[src/hw/bsf_pkg.sv]
// constants, types and state layout of the bit, shift and flag unit
//------------------------------------------------------------------
// Functional notes
// - shift left: zero in, bit7 to carry, one cycle
// - shift right: zero in top, bit0 to carry
// - rotate left through carry, one cycle
// - rotate right through carry, one cycle
// - arithmetic right: bits 7..1 move down
// - nibble exchange, flags untouched, one cycle
// - io bit raise/lower, flags untouched
// - register bit copied into transfer flag
// - transfer flag copied into register bit
// - status bit raise touches only that bit
// - status bit lower touches only that bit
// - zero flag assert/drop, only zero changes
// - negative assert/drop, only negative changes
// - sign and overflow assert/drop, alone
// - transfer flag raise/lower, alone
// - half-carry assert/drop, alone
// - global interrupt allow/block, alone
// - no-operation changes no flag or register except the op count, one cycle
// - sleep and watchdog restart signal out
// - break hands control to debug logic
// - nonvolatile accesses add at least one cycle
//------------------------------------------------------------------
package bsf_pkg;

	typedef enum logic [3:0] {
		OP_NOP = 4'h0,
		OP_SHIFT_L = 4'h1,
		OP_SHIFT_R = 4'h2,
		OP_ROT_L = 4'h3,
		OP_ROT_R = 4'h4,
		OP_SHIFT_RA = 4'h5,
		OP_SWAP = 4'h6,
		OP_IO_SET = 4'h7,
		OP_IO_CLR = 4'h8,
		OP_BIT_STORE = 4'h9,
		OP_BIT_LOAD = 4'ha,
		OP_FLAG_SET = 4'hb,
		OP_FLAG_CLR = 4'hc,
		OP_SLEEP = 4'hd,
		OP_WDOG = 4'he,
		OP_BRK = 4'hf
	} bsf_op_t;

	// status byte bit positions
	localparam logic [2:0] FLG_C = 3'h0;
	localparam logic [2:0] FLG_Z = 3'h1;
	localparam logic [2:0] FLG_N = 3'h2;
	localparam logic [2:0] FLG_V = 3'h3;
	localparam logic [2:0] FLG_S = 3'h4;
	localparam logic [2:0] FLG_H = 3'h5;
	localparam logic [2:0] FLG_T = 3'h6;
	localparam logic [2:0] FLG_I = 3'h7;

	// register map, byte addresses
	localparam logic [7:0] OFS_STATUS = 8'h00;
	localparam logic [7:0] OFS_RESULT = 8'h04;
	localparam logic [7:0] OFS_COUNT = 8'h08;

	localparam logic [7:0] STATUS_RST = 8'h00;
	localparam logic [15:0] COUNT_RST = 16'h0000;

	typedef struct packed {
		logic [7:0] status;
		logic [7:0] rd_res;
		logic rd_we;
		logic io_we;
		logic [4:0] io_addr;
		logic [7:0] io_res;
		logic sleep;
		logic wdog;
		logic brk;
		logic done;
		logic nvm_stall;
		logic ack;
		logic [31:0] rdat;
		logic [15:0] count;
	} bsf_state_t;

	localparam bsf_state_t STATE_RST = '{
		status: STATUS_RST,
		rd_res: 8'h00,
		rd_we: 1'b0,
		io_we: 1'b0,
		io_addr: 5'h00,
		io_res: 8'h00,
		sleep: 1'b0,
		wdog: 1'b0,
		brk: 1'b0,
		done: 1'b0,
		nvm_stall: 1'b0,
		ack: 1'b0,
		rdat: 32'h0000_0000,
		count: COUNT_RST
	};

endpackage

[src/hw/bsf_unit.sv]
// bit, shift, flag and core-control execution unit with wishbone access
//
// The Wishbone interface to the registers and the placing of the registers were chosen for this implementation.
`timescale 1ns/1ps
module bsf_unit (
	input wire logic clk_i,
	input wire logic rst_i,
	input wire logic op_valid_i,
	input wire bsf_pkg::bsf_op_t op_i,
	input wire logic [7:0] rd_val_i,
	input wire logic [2:0] bit_sel_i,
	input wire logic [4:0] io_addr_i,
	input wire logic [7:0] io_val_i,
	input wire logic mem_req_i,
	input wire logic mem_nvm_i,
	input wire logic nvm_busy_i,
	input wire logic wb_cyc_i,
	input wire logic wb_stb_i,
	input wire logic wb_we_i,
	input wire logic [7:0] wb_adr_i,
	input wire logic [3:0] wb_sel_i,
	input wire logic [31:0] wb_dat_i,
	output logic [31:0] wb_dat_o,
	output logic wb_ack_o,
	output logic [7:0] rd_res_o,
	output logic rd_we_o,
	output logic io_we_o,
	output logic [4:0] io_addr_o,
	output logic [7:0] io_res_o,
	output logic [7:0] status_o,
	output logic sleep_o,
	output logic wdog_o,
	output logic brk_o,
	output logic done_o,
	output logic mem_stall_o
);
	import bsf_pkg::*;

	bsf_state_t s_q;
	bsf_state_t s_d;

	//--------------------------------------------------------------
	// next state
	//--------------------------------------------------------------
	always_comb begin
		logic [7:0] res;
		logic [7:0] fl;
		logic cout;
		logic shf;
		logic acc;
		res = rd_val_i;
		fl = s_q.status;
		cout = 1'b0;
		shf = 1'b0;
		acc = wb_cyc_i & wb_stb_i & ~s_q.ack;
		s_d = s_q;
		s_d.rd_we = 1'b0;
		s_d.io_we = 1'b0;
		s_d.sleep = 1'b0;
		s_d.wdog = 1'b0;
		s_d.brk = 1'b0;
		s_d.done = 1'b0;

		// bus access; ack comes one edge after the strobe
		s_d.ack = acc;
		if (acc && !wb_we_i) begin
			case (wb_adr_i)
			OFS_STATUS: s_d.rdat = {24'h00_0000, s_q.status};
			OFS_RESULT: s_d.rdat = {24'h00_0000, s_q.rd_res};
			OFS_COUNT: s_d.rdat = {16'h0000, s_q.count};
			default: s_d.rdat = 32'h0000_0000;
			endcase
		end
		// a software write lands first so a same-cycle op still acts
		if (acc && wb_we_i && wb_sel_i[0] && wb_adr_i == OFS_STATUS) begin
			fl = wb_dat_i[7:0];
		end

		if (op_valid_i) begin
			s_d.done = 1'b1;
			s_d.count = s_q.count + 16'h0001;
			case (op_i)
			OP_SHIFT_L: begin
				res = {rd_val_i[6:0], 1'b0};
				cout = rd_val_i[7];
				fl[FLG_H] = rd_val_i[3];
				shf = 1'b1;
			end
			OP_SHIFT_R: begin
				res = {1'b0, rd_val_i[7:1]};
				cout = rd_val_i[0];
				shf = 1'b1;
			end
			OP_ROT_L: begin
				res = {rd_val_i[6:0], fl[FLG_C]};
				cout = rd_val_i[7];
				fl[FLG_H] = rd_val_i[3];
				shf = 1'b1;
			end
			OP_ROT_R: begin
				res = {fl[FLG_C], rd_val_i[7:1]};
				cout = rd_val_i[0];
				shf = 1'b1;
			end
			OP_SHIFT_RA: begin
				res = {rd_val_i[7], rd_val_i[7:1]};
				cout = rd_val_i[0];
				shf = 1'b1;
			end
			OP_SWAP: begin
				res = {rd_val_i[3:0], rd_val_i[7:4]};
				s_d.rd_we = 1'b1;
			end
			OP_IO_SET: begin
				s_d.io_res = io_val_i | (8'h01 << bit_sel_i);
				s_d.io_addr = io_addr_i;
				s_d.io_we = 1'b1;
			end
			OP_IO_CLR: begin
				s_d.io_res = io_val_i & ~(8'h01 << bit_sel_i);
				s_d.io_addr = io_addr_i;
				s_d.io_we = 1'b1;
			end
			OP_BIT_STORE: fl[FLG_T] = rd_val_i[bit_sel_i];
			OP_BIT_LOAD: begin
				res[bit_sel_i] = fl[FLG_T];
				s_d.rd_we = 1'b1;
			end
			// the named flag operations are these two with a fixed index
			OP_FLAG_SET: fl[bit_sel_i] = 1'b1;
			OP_FLAG_CLR: fl[bit_sel_i] = 1'b0;
			OP_SLEEP: s_d.sleep = 1'b1;
			OP_WDOG: s_d.wdog = 1'b1;
			OP_BRK: s_d.brk = 1'b1;
			default: ;
			endcase
			if (shf) begin
				fl[FLG_C] = cout;
				fl[FLG_Z] = (res == 8'h00);
				fl[FLG_N] = res[7];
				fl[FLG_V] = res[7] ^ cout;
				fl[FLG_S] = res[7] ^ (res[7] ^ cout);
				s_d.rd_we = 1'b1;
			end
			if (s_d.rd_we) begin
				s_d.rd_res = res;
			end
		end
		s_d.status = fl;

		// an nvm access holds the core one cycle, longer while it is busy
		s_d.nvm_stall = (mem_req_i & mem_nvm_i)
			| (s_q.nvm_stall & nvm_busy_i);
	end

	always_ff @(posedge clk_i) begin
		if (rst_i) begin
			s_q <= STATE_RST;
		end else begin
			s_q <= s_d;
		end
	end

	assign wb_dat_o = s_q.rdat;
	assign wb_ack_o = s_q.ack;
	assign rd_res_o = s_q.rd_res;
	assign rd_we_o = s_q.rd_we;
	assign io_we_o = s_q.io_we;
	assign io_addr_o = s_q.io_addr;
	assign io_res_o = s_q.io_res;
	assign status_o = s_q.status;
	assign sleep_o = s_q.sleep;
	assign wdog_o = s_q.wdog;
	assign brk_o = s_q.brk;
	assign done_o = s_q.done;
	assign mem_stall_o = s_q.nvm_stall;

	//--------------------------------------------------------------
	// checks
	//--------------------------------------------------------------
	logic h_vld_q;
	bsf_op_t h_op_q;
	logic [7:0] h_rd_q;
	logic [2:0] h_bit_q;
	logic [7:0] h_stat_q;
	logic [7:0] h_io_q;
	logic [4:0] h_ioa_q;
	logic h_bwr_q;
	logic h_flag_op;
	logic h_set;

	always_ff @(posedge clk_i) begin
		h_vld_q <= op_valid_i & ~rst_i;
		h_op_q <= op_i;
		h_rd_q <= rd_val_i;
		h_bit_q <= bit_sel_i;
		h_stat_q <= status_o;
		h_io_q <= io_val_i;
		h_ioa_q <= io_addr_i;
		h_bwr_q <= wb_cyc_i & wb_stb_i & wb_we_i & ~wb_ack_o;
	end

	// named flag operations arrive as a raise or lower by index
	assign h_flag_op = h_vld_q && !h_bwr_q
		&& (h_op_q == OP_FLAG_SET || h_op_q == OP_FLAG_CLR);
	assign h_set = h_op_q == OP_FLAG_SET;
endmodule

[config.mk]
export PLATFORM = sky130hd
export DESIGN_NAME = bsf_unit
export DESIGN_NICKNAME = d
export VERILOG_FILES = /design/src/hw/bsf_pkg.sv /design/src/hw/bsf_unit.sv
export SDC_FILE = /design/constraint.sdc
export NUM_CORES = 1
export LEC_CHECK = 0
export BUFFER_PORTS_ARGS = -buffer_cell sky130_fd_sc_hd__clkbuf_2
export CAP_MARGIN = 20
export CORE_MARGIN = 5
export CORE_UTILIZATION = 54
export CTS_CLUSTER_DIAMETER = 120
export CTS_CLUSTER_SIZE = 8
export DETAILED_ROUTE_END_ITERATION = 8
export MAX_ROUTING_LAYER = met4
export PLACE_DENSITY = 0.86
export SYNTH_ARGS = -nofsm -noshare
export SYNTH_HDL_FRONTEND = slang
export SYNTH_SLANG_ARGS = --single-unit
[constraint.sdc]
create_clock -name clk_i -period 5.2 [get_ports clk_i]
set_input_delay 0.26 -clock clk_i [delete_from_list [all_inputs] [get_ports clk_i]]
set_output_delay 0.26 -clock clk_i [all_outputs]
set_load 0.1 [all_outputs]
=== Word-level counts from Yosys, hierarchy flattened ===
Cells that the tools add are included.

* Register bits: 85
* Bits of input ports: 81
* Output and inout bits: 69

* Add/sub/neg operators: 1
* $lt $le $gt $ge: 2
* Equal/unequal tests: 17
* Shift operators: 1
* Mux-type cells: 27
* Bitwise gates (word level): 15
* Reductions and logical operators: 16

{| class="wikitable"
|+ Operator list
! kind !! number
|-
| 8-bit case mux with 7 select lines || 1
|-
| 16-bit case mux with 3 select lines || 1
|-
| 4-bit == test (second input constant) || 8
|-
| 14-bit case mux with 2 select lines || 1
|-
| 8-bit two-way mux || 3
|-
| 16-bit by 1-bit adder with 16-bit output (second input constant) || 1
|-
| 8-bit AND || 2
|-
| 4-bit by 3-bit == test with 1-bit output (second input constant) || 4
|-
| 8-bit logical NOT || 2
|-
| 8-bit inverter || 2
|-
| 8-bit OR || 2
|-
| 1-bit two-way mux || 12
|-
| 5-bit case mux with 2 select lines || 1
|-
| 8-bit bitwise mux || 1
|-
| 4-bit by 2-bit == test with 1-bit output (second input constant) || 2
|-
| 8-bit by 3-bit == test with 1-bit output (second input constant) || 1
|-
| 8-bit by 4-bit == test with 1-bit output (second input constant) || 1
|-
| 1-bit by 3-bit << shifter with 8-bit output (first input constant) || 1
|-
| 1-bit case mux with 3 select lines || 2
|-
| 2-bit OR reduction || 3
|-
| 1-bit logical AND || 5
|-
| 5-bit two-way mux || 1
|-
| 5-bit OR reduction || 1
|-
| 1-bit AND || 4
|-
| 13 further kinds || 17
|}

=== Longest topological paths before layout ===
Gate-level depths: netlist (run 1).

* Depth in word-level cells: 13
* Mapped depth: 10

=== Worst setup path before layout (run 1) ===
OpenSTA, ideal clock, no wires.

* Kind: flip-flop to flip-flop
* Start: reg s_q, in the netlist wb_ack_o
* End: reg s_q, in the netlist status_o[1]
* Setup time: 0.088 ns
* Arrival: 2.622 ns
* Data required time: 5.112 ns
* Path slack: 2.490 ns
* Cell stages (with the launch flop): 9
* Path buffers: 1
* Clock period less this slack: 2.710 ns
* Path through: dfxtp_1 > nand3b_1 > or4_4 > buf_6 > mux2i_1 > a211oi_1 > nand2_1 > a2111o_1 > o32ai_2

* Word-level cells in the longest chain between the ends: 12

{| class="wikitable"
|+ RTL lines
! what !! RTL line !! source
|-
| start: declaration || bsf_unit.sv:39 || <nowiki>bsf_state_t s_q;</nowiki>
|-
| start signal: assignment || bsf_unit.sv:158 || <nowiki>s_q <= STATE_RST;</nowiki>
|-
| start signal: assignment || bsf_unit.sv:160 || <nowiki>s_q <= s_d;</nowiki>
|-
| 1-bit inverter * || -- ||
|-
| 1-bit AND * || bsf_unit.sv:55 || <nowiki>acc = wb_cyc_i & wb_stb_i & ~s_q.ack;</nowiki>
|-
| 1-bit logical AND * (3 in a row) || bsf_unit.sv:75 || <nowiki>if (acc && wb_we_i && wb_sel_i[0] && wb_adr_i == OFS_STATUS) begin</nowiki>
|-
| 8-bit two-way mux * || bsf_unit.sv:75 ||
|-
| 8-bit bitwise mux || bsf_unit.sv:126 || <nowiki>res[bit_sel_i] = fl[FLG_T];</nowiki>
|-
| 8-bit case mux with 7 select lines || bsf_unit.sv:82 || <nowiki>case (op_i)</nowiki>
|-
| 8-bit two-way mux || bsf_unit.sv:79 || <nowiki>if (op_valid_i) begin</nowiki>
|-
| 8-bit logical NOT || bsf_unit.sv:139 || <nowiki>fl[FLG_Z] = (res == 8'h00);</nowiki>
|-
| 5-bit two-way mux || bsf_unit.sv:137 || <nowiki>if (shf) begin</nowiki>
|-
| 8-bit two-way mux * || bsf_unit.sv:79 ||
|}

Mark *: on every way between the ends. The rest lies on a longest branch, timed or not. The select of a mux whose other input is x is not followed.
A chain may end at the register's enable or synchronous reset.

=== Worst setup path after layout (run 1) ===
* Start: reg s_q, in the netlist wb_ack_o
* End: reg s_q, in the netlist wb_dat_o[13]

* Word-level cells in the longest chain between the ends: 3

{| class="wikitable"
|+ RTL lines
! what !! RTL line !! source
|-
| 1-bit inverter || -- ||
|-
| 1-bit AND || bsf_unit.sv:55 ||
|-
| 1-bit logical AND || bsf_unit.sv:66 || <nowiki>if (acc && !wb_we_i) begin</nowiki>
|}

No other way between the ends.

==> flow_metrics.tcl, run 1 <==
set metrics [dict create \
    status "completed" \
    max_freq_mhz 385 \
    grt_max_degree 69 \
    critPathSlowestCell "nor3b_1" \
    async_sr_flop_fraction_pct 0 \
    post_cts_resize_count 0 \
    cp_endpoint_kind "flop" \
    critical_path.max_fanout 17 \
    post_route_antenna_net_violation_count 0 \
    hold_ws_ps 155 \
    site_row_count 32 \
    min_period_over_period_pct 50.0 \
    route.met2.wl_mm 5.61 \
    dp.cells 659 \
    clk_path_buf_depth 2 \
    setup_total_negative_slack_ps 0 \
    route.met3.wl_um 854 \
    post_synth_inst_count 527 \
    criticalPathCategory "reg -> reg" \
    worst_slack_ps 2600 \
    top_cell_family_by_delay_on_the_critical_path "simple AND/OR/NAND/NOR gates" \
    synth_cell_types 62 \
    maxCapViolations 0 \
    placement.setup.worst_slack_ps 2330 \
    drive_gt1_share_pct 25.0 \
    routed_via_density 5.85 \
    input_output_buffers 106 \
    timing.hold.worst.class "in -> reg" \
    grt_remaining_overflow 0 \
    detailedRoute.firstIterationViolations 271 \
    comb_power_share_pct 22.9 \
    max-slew-margin-rel_pct 33.0 \
    crit_arrival_ps 2860 \
    period_needed_ps 2600 \
    post_cts_buffers 0 \
    final-instance-count-excl-fill 675 \
    fp.dieW_um 98.7 \
    cts_num_sinks 69 \
    insertion_delay_ps 340 \
    final_design_area_no_fill_um2 4580 \
    sequentialPowerShare_pct 41.1 \
    leakagePower_nw 1.93 \
    power.density_cell_area_nw_per_um2 294 \
    final-hold-violation-count 0 \
    critPathMaxStageDelay_ps 740 \
    postRouteWirelength_mm 11.4 \
    initial_utilization_pct 55.2 \
    final_util_pct 59.6 \
    clk_pin_slew_ps 80 \
    cts.hold.buffers_added 0 \
    nNetsFinal 650 \
    postSynthAreaPerCell_um2 8.06 \
    total_power_mw 1.35 \
    tritoncts_clock_tree "built" \
    die_span_y_um 98.7 \
    synth_enable_flop_cells 0 \
    final-max-slew-violation-count 0 \
    cts.htree.levels 3 \
    finalSetupViolations 0 \
    seq_area_frac_synth_pct 32.5 \
    power.share.switching_pct 34.6 \
    areaGrowthSynthToFinish_pct 7.93 \
    dieArea_um2 9730 \
    rsz0062_at_grt "false" \
    ys_ff_latch 69 \
    io_pins 150 \
    clock-skew-final_ps 8.45 \
    internal_power_uw 881 \
    cts_buffers 9 \
    grt_first_pass_wirelength_mm 18.9 \
    track_usage_pct 24.3 \
    drcViolationCount 0 \
    ys.warnings.count 0 \
    num_vias 3951 \
    p_clk_share_pct 36.1 \
    place_hpwl_mm 8.52 \
    crit_path_cell_trace "nand3b_1, or2_2, or3_2, nor3b_1, a22oi_1, nor2_1" \
    postPlaceCellArea_um2 4360 \
    n_antenna_cell 0 \
    vias_in_the_first_global_route 3784 \
    maxUsedRoutingLayer "met4" \
    worst-slew-pin-transition_ps 998 \
    switching_power_uw 465 \
    worst_setup_path_start_kind "flop" \
    synth-main-ff-cell "dfxtp_1" \
    routabilityCongestion 0.906 \
    timing.critical_path.required_ps 5460 \
    syn-cell-area_um2 4250 \
    initial_antenna_violation_count 0 \
    fp.coreArea_um2 7690 \
    ir_worst_vdd_uv 175 \
    crit_buf_inv 0 \
    drt_pass1_iterations 6 \
    wl_met1_mm 4.65 \
    cts.root.buffer_cell "clkbuf_8" \
    post_drt_wl_per_cell_um 16.8 \
]
-- layer usage --
layer  vias to the layer above  global-route usage, %
li1                       1869                      -
met1                      1872                   30.2
met2                       190                   39.8
met3                        20                   4.67
met4                         0                   7.88
met5                         -                      -
-- final timing paths --
check | startpoint | endpoint | slack (ps) | depth (start not counted)
max | wb_ack_o | wb_dat_o[13] | 2600 | 6
min | io_addr_i[3] | io_addr_o[3] | 160 | 3
min reg2reg | io_res_o[4] | io_res_o[4] | 500 | 2
max reg2reg | wb_ack_o | wb_dat_o[13] | 2600 | 6
-- power by group through the flow --
stage | clock network [mW] | logic (mW) | registers (mW)
after detailed placement | 0 | 0.305 | 0.565
after global routing | 0.513 | 0.327 | 0.555
after global placement | 0 | 0.302 | 0.565
after floorplan | 0 | 0.255 | 0.575
after CTS | 0.490 | 0.306 | 0.553
final | 0.486 | 0.308 | 0.553
-- flip-flops by register name (all words and copies together) (netlist names), 5 cells and up --
name       cells
io_res_o       8
wb_dat_o      16
s_q           16
rd_res_o       8
io_addr_o      5
status_o       8
-- tightest hold or removal path, delay by kind of cell --
kind	cells	cell delay (ps)
muxes	1	50
and+or+nand+nor	1	70
buffers and inverters	1	70
-- cell families (layout without fill, tap and decap cells) --
group	after synthesis	in the layout	synth area share, %
xor gates and xnor gates	14	14	2.89
muxes	32	32	8.61
adders and majority gates	1	1	0.295
other	1	16	0.0883
DFF	69	69	32.5
AOI/OAI and AO/OA	126	126	20.3
buffers and inverters	100	131	15.1
and+or+nand+nor	184	184	20.2
-- cells in the mapped netlist (6+ instances only) --
cell type | number | area share, %
buf_4 | 63 | 11
buf_1 | 6 | 0.53
a211oi_1 | 13 | 2.3
dfxtp_1 | 69 | 33
a311oi_1 | 7 | 1.4
xor2_1 | 9 | 1.9
o221ai_1 | 6 | 1.2
nand2_1 | 44 | 3.9
a31oi_1 | 8 | 1.2
nand3_1 | 9 | 1.1
a22oi_1 | 17 | 3.0
a21oi_1 | 23 | 2.7
o21ai_0 | 26 | 3.1
nor3_1 | 9 | 1.1
nor2b_1 | 6 | 0.88
clkbuf_1 | 18 | 1.6
nor2_1 | 78 | 6.9
mux2i_1 | 26 | 6.1
inv_1 | 7 | 0.62
-- area by class of cell --
type | count | area [um2]
fill | 708 | 3110
multi-input combinational | 373 | 2280
sequential | 69 | 1380
timing repair buffer | 108 | 546
tap | 102 | 128
clock buffer | 9 | 124
clock inverter | 7 | 97.6
inverter | 7 | 26.3
-- layout by cell type, fill, tap and decap left out, drive strengths merged, types with 5 or more instances in the layout --
cell type,synthesis,layout
xnor2,5,5
dfxtp,69,69
a21oi,25,25
or2,5,5
nor3,9,9
a311oi,7,7
nor2,78,78
o21ai,26,26
clkbuf,19,115
o221ai,6,6
nor2b,6,6
a22oi,17,17
a31oi,8,8
mux2i,27,27
nand3,9,9
nand2b,5,5
a211oi,14,14
inv,7,9
conb,1,16
nand2,44,44
xor2,9,9
Power figures use the tool's default switching activity.
==> run 2: changes to the inputs <==
--- a/config.mk
+++ b/config.mk
@@ -8,12 +8,12 @@
 export BUFFER_PORTS_ARGS = -buffer_cell sky130_fd_sc_hd__clkbuf_2
 export CAP_MARGIN = 20
 export CORE_MARGIN = 5
-export CORE_UTILIZATION = 54
+export CORE_UTILIZATION = 51
 export CTS_CLUSTER_DIAMETER = 120
 export CTS_CLUSTER_SIZE = 8
 export DETAILED_ROUTE_END_ITERATION = 8
 export MAX_ROUTING_LAYER = met4
-export PLACE_DENSITY = 0.86
+export PLACE_DENSITY = 0.81
 export SYNTH_ARGS = -nofsm -noshare
 export SYNTH_HDL_FRONTEND = slang
 export SYNTH_SLANG_ARGS = --single-unit
==> constraint.sdc (replaced) <==
create_clock -name clk_i -period 2.6 [get_ports clk_i]
set_input_delay 0.13 -clock clk_i [delete_from_list [all_inputs] [get_ports clk_i]]
set_output_delay 0.13 -clock clk_i [all_outputs]
set_load 0.1 [all_outputs]
==> run 2 against run 1 <==
Effect of this change: critical path depth grew 1; combinational power grew 110%; worst hold slack lost 120 ps; design area grew 2.7%; total power up 99%; sequential power rose by 99%; final cell count up 2.8%; first-iteration DRC count shrank 27%; global-route usage shrank 1.4 points; via count shrank 0.18%; largest power group unchanged.
==> flow_metrics.tcl, run 2 (synthesis gave the netlist of run 1 again) <==
set metrics [dict create \
    placement.setup.worst_slack_ps -51.9 \
    drive_gt1_share_pct 27.2 \
    num_vias 3944 \
    worst-slew-pin-transition_ps 747 \
    setup_total_negative_slack_ps 0 \
    timing.critical_path.required_ps 2850 \
    routed_via_density 5.68 \
    layout.filler_cells 783 \
    final_common_cell "clkbuf_2" \
    nNetsFinal 666 \
    cell_count_of_the_worst_reg_to_reg_path 7 \
    maxCapViolations 0 \
    routabilityCongestion 0.935 \
    final_util_pct 57.5 \
    worst_hold_startpoint "io_addr_i[2]" \
    rsz0062_at_grt "false" \
    post_route_antenna_net_violation_count 0 \
    sequentialPowerShare_pct 41.3 \
    fp.coreArea_um2 8180 \
    detailedRoute.firstIterationViolations 199 \
    grt_max_degree 68 \
    leakagePower_nw 2.00 \
    crit_arrival_ps 2710 \
    hold-path-cell-count 3 \
    worst_r2r_startpoint "wb_ack_o" \
    timing.hold.worst.class "in -> reg" \
    n_antenna_cell 0 \
    post_drt_wl_per_cell_um 16.7 \
    grt_first_pass_wirelength_mm 18.5 \
    comb_power_share_pct 23.7 \
    clock-skew-final_ps 7.13 \
    cts_num_sinks 69 \
    cp_endpoint_kind "flop" \
    worstHoldEndpoint "io_addr_o[2]" \
    fp.dieW_um 101 \
    io_pins 150 \
    cts.hold.buffers_added 0 \
    drcViolationCount 0 \
    track_usage_pct 22.9 \
    site_row_count 33 \
    period_needed_ps 2460 \
    initial_utilization_pct 51.9 \
    cts.htree.levels 3 \
    max_freq_mhz 407 \
    place_hpwl_mm 8.62 \
    worst_slack_ps 142 \
    critical_path.reg2reg.endpoint "status_o[1]" \
    insertion_delay_ps 340 \
    criticalPathCategory "reg -> reg" \
    reg2reg_setup_slack_ps 140 \
    post_cts_resize_count 0 \
    input_output_buffers 106 \
    p_clk_share_pct 35.0 \
    postRouteWirelength_mm 11.6 \
    layout_common_cells "clkbuf_2 (106), nor2_1 (78), dfxtp_1 (68)" \
    grt_remaining_overflow 0 \
    clk_path_buf_depth 2 \
    worst_setup_path_start_kind "flop" \
    power.share.switching_pct 34.4 \
    min_period_over_period_pct 94.5 \
    die_span_y_um 101 \
    ir_worst_vdd_uv 202 \
    status "completed" \
    areaGrowthSynthToFinish_pct 10.8 \
    switching_power_uw 920 \
    vias_in_the_first_global_route 3801 \
    internal_power_mw 1.76 \
    critical_path.max_fanout 9 \
    final-hold-violation-count 0 \
    tritoncts_clock_tree "built" \
    max-slew-margin-rel_pct 49.8 \
    post_cts_buffers 0 \
    cts.root.buffer_cell "clkbuf_8" \
    finalSetupViolations 0 \
    power.density_cell_area_nw_per_um2 569 \
    drt_pass1_iterations 5 \
    clk_pin_slew_ps 70 \
    cts_buffers 9 \
    initial_antenna_violation_count 0 \
    dieArea_um2 10200 \
    final-max-slew-violation-count 0 \
]
## run 2: changes by cell type in the layout (fill, tap and decap cells not counted)
cell,previous run,this run
clkinv_2,1,0
dfxtp_2,0,1
clkbuf_8,9,12
inv_6,2,1
bufinv_16,2,1
buf_4,2,18
dfxtp_1,69,68
## run 2: power groups by stage
stage / Combinational (mW) / Clock (mW) / Sequential [mW]
floorplan: 0.510 / 0 / 1.15
global placement: 0.623 / 0 / 1.13
detailed placement: 0.630 / 0 / 1.13
CTS: 0.631 / 0.956 / 1.10
global route: 0.673 / 1.00 / 1.11
finish: 0.635 / 0.936 / 1.10
## run 2: per-layer routing
layer | vias up | routed length, um | global-route usage (%)
li1 | 1913 | - | -
met1 | 1856 | 4880 | 28.1
met2 | 153 | 5640 | 37.6
met3 | 22 | 772 | 3.99
met4 | 0 | 269 | 8.38
met5 | - | 0 | -
## run 2: per-stage QoR
step	cell area (um2)	std cells	hold WS [ps]	power, mW
final	4700	694	31.2	2.68
after global placement	4490	678	363	1.75
after CTS	4700	694	24.9	2.69
after floorplan	4300	542	208	1.66
after global routing	4700	694	46.3	2.78
after detailed placement	4490	678	375	1.76
## run 2: how the worst max path moves through the flow
stage | start | endpoint | cells past startpoint
after floorplan | wb_ack_o | status_o[1] | 8
after detailed placement | wb_adr_i[1] | status_o[1] | 8
after global placement | wb_adr_i[1] | status_o[1] | 8
after CTS | wb_ack_o | status_o[1] | 7
final | wb_ack_o | status_o[1] | 7
after global routing | wb_ack_o | status_o[1] | 7
## run 2: final cells by class
| type | count | area [um2] | share of cell area [%] |
|---|---|---|---|
| clock buffers | 12 | 165 | 3.51 |
| flip-flops and latches | 69 | 1380 | 29.4 |
| clock inverters | 4 | 53.8 | 1.14 |
| multi-input cells | 373 | 2280 | 48.5 |
| repair buffers | 124 | 666 | 14.1 |
| well taps | 105 | 131 | 2.79 |
| inverters | 7 | 26.3 | 0.559 |
## run 2: worst max-delay path: stages, from the launching register on
cell and delay [ps]:
dfxtp_2 320, nand3b_1 210, or4_4 650, mux2i_1 190
a211oi_1 300, nand2_1 90, a2111o_1 370, o32ai_2 250
==> run 3: changes to the inputs <==
==> constraint.sdc (replaced) <==
create_clock -name clk_i -period 2.75 [get_ports clk_i]
set_input_delay 0.1375 -clock clk_i [delete_from_list [all_inputs] [get_ports clk_i]]
set_output_delay 0.1375 -clock clk_i [all_outputs]
set_load 0.1 [all_outputs]
==> run 3 against run 2 <==
Effect of this change: final cell count down 0.86%; worst setup slack better by 240 ps; utilization is 0.83 points lower; clock power fell by 10%; fmax up 3.8%; flip-flop and latch count unchanged; register-to-register slack better by 240 ps; worst hold slack worse by 15 ps; critical path depth did not move; total power fell by 7.4%; first-iteration DRC count grew 19%; critical endpoint unchanged; largest cell class unchanged; largest power group unchanged.
==> flow_metrics.tcl, run 3 (synthesis gave the netlist of run 1 again) <==
set metrics [dict create \
    place_hpwl_mm 8.81 \
    ir_worst_vdd_uv 236 \
    fp.coreArea_um2 8180 \
    max-slew-margin-rel_pct 40.0 \
    io_pins 150 \
    status "completed" \
    postRouteWirelength_mm 11.7 \
    min_period_over_period_pct 86.1 \
    critical_path.max_fanout 8 \
    critPathSlowestCell "or4_4" \
    power.density_cell_area_nw_per_um2 534 \
    power.share.switching_pct 36.2 \
    nNetsFinal 660 \
    routabilityCongestion 0.957 \
    post_cts_buffers 0 \
    post_cts_resize_count 0 \
    p_clk_share_pct 34.0 \
    switching_power_uw 898 \
    clk_pin_slew_ps 80 \
    die_span_y_um 101 \
    final_common_cell "clkbuf_2" \
    detailedRoute.firstIterationViolations 237 \
    dp.cells 672 \
    setup_total_negative_slack_ps 0 \
    cts_num_sinks 69 \
    total_power_mw 2.48 \
    track_usage_pct 23.4 \
    cts.root.buffer_cell "clkbuf_8" \
    final-max-slew-violation-count 0 \
    timing.critical_path.required_ps 3020 \
    initial_utilization_pct 51.9 \
    input_output_buffers 106 \
    cts_buffers 9 \
    crit_arrival_ps 2640 \
    layout_common_cells "clkbuf_2 (106), nor2_1 (78), dfxtp_1 (69)" \
    drive_gt1_share_pct 26.2 \
    initial_antenna_violation_count 0 \
    period_needed_ps 2370 \
    insertion_delay_ps 350 \
    rsz0062_at_grt "false" \
    num_vias 3939 \
    worst-slew-pin-transition_ps 894 \
    vias_in_the_first_global_route 3736 \
    comb_power_share_pct 23.8 \
    max_freq_mhz 422 \
    cp_endpoint_kind "flop" \
    criticalPathCategory "reg -> reg" \
    dieArea_um2 10200 \
    post_drt_wl_per_cell_um 17.0 \
    hold_ws_ps 16.1 \
    maxCapViolations 0 \
    cts.hold.buffers_added 0 \
    final-instance-count-excl-fill 688 \
    reg2reg_setup_slack_ps 380 \
    areaGrowthSynthToFinish_pct 9.22 \
    routed_via_density 5.73 \
    site_row_count 33 \
    grt_first_pass_wirelength_mm 18.8 \
    final-hold-violation-count 0 \
    crit_path_cell_trace "nand3b_1, or4_4, mux2i_1, a211oi_1, nand2_1, a2111o_1, o32ai_2" \
    post_route_antenna_net_violation_count 0 \
    tritoncts_clock_tree "built" \
    leakagePower_nw 1.97 \
    clk_path_buf_depth 2 \
    internal_power_mw 1.58 \
    finalSetupViolations 0 \
    clock-skew-final_ps 4.78 \
    drcViolationCount 0 \
    n_antenna_cell 0 \
    critPathMaxStageDelay_ps 630 \
    grt_max_degree 47 \
    sequentialPowerShare_pct 42.2 \
    worst_setup_path_start_kind "flop" \
    fp.dieW_um 101 \
    timing.hold.worst.class "in -> reg" \
    cts.htree.levels 3 \
    grt_remaining_overflow 0 \
    drt_pass1_iterations 5 \
]
==> run 3: cell types whose count changed in the layout (fill, tap and decap cells not counted), sizes merged <==
cell | previous run | this run
clkbuf | 118 | 115
clkinvlp | 2 | 1
clkinv | 0 | 4
buf | 18 | 12
==> run 3: metal layers <==
| metal | part of all wire, % | wire, um | track usage (%) |
|---|---|---|---|
| met1 | 43 | 5050 | 29.5 |
| met2 | 48 | 5650 | 38.6 |
| met3 | 6.2 | 729 | 3.37 |
| met4 | 2.1 | 243 | 7.67 |
| met5 | 0 | 0 | - |
==> run 3: layout make-up <==
| cell class | count | area [um2] |
|---|---|---|
| fill | 765 | 3540 |
| multi-input combinational | 373 | 2280 |
| sequential | 69 | 1380 |
| timing repair buffer | 118 | 621 |
| tap | 105 | 131 |
| clock buffer | 9 | 124 |
| clock inverter | 7 | 73.8 |
| inverter | 7 | 26.3 |
==> run 3: final timing paths <==
check	to	depth (start not counted)	from
setup / recovery	status_o[1]	7	wb_ack_o
hold / removal	mem_stall_o	3	nvm_busy_i
setup reg to reg	status_o[1]	7	wb_ack_o
hold reg to reg	io_addr_o[1]	2	io_addr_o[1]
==> run 3: power groups by stage <==
stage	clock network (mW)	registers [mW]	logic, mW
finish	0.841	1.05	0.591
floorplan	0	1.09	0.482
global placement	0	1.07	0.582
global route	0.889	1.05	0.628
detailed placement	0	1.07	0.587
CTS	0.849	1.05	0.588
==> run 3: stage by stage <==
stage | utilization (%) | area (um2) | setup WS (ps)
2_1_floorplan | - | 4300 | 40.1
3_3_place_gp | 54.3 | 4440 | 132
3_5_place_dp | 54.3 | 4440 | 120
4_1_cts | 56.7 | 4640 | 366
5_1_grt | 56.7 | 4640 | 220
6_report | 56.7 | 4640 | 382
==> run 3: critical path: cells and delay by family, from the launching register on <==
kind / cells / cell delay [ps]
simple gates: 3 / 900
compound gates: 3 / 880
flops: 1 / 310
mux: 1 / 200
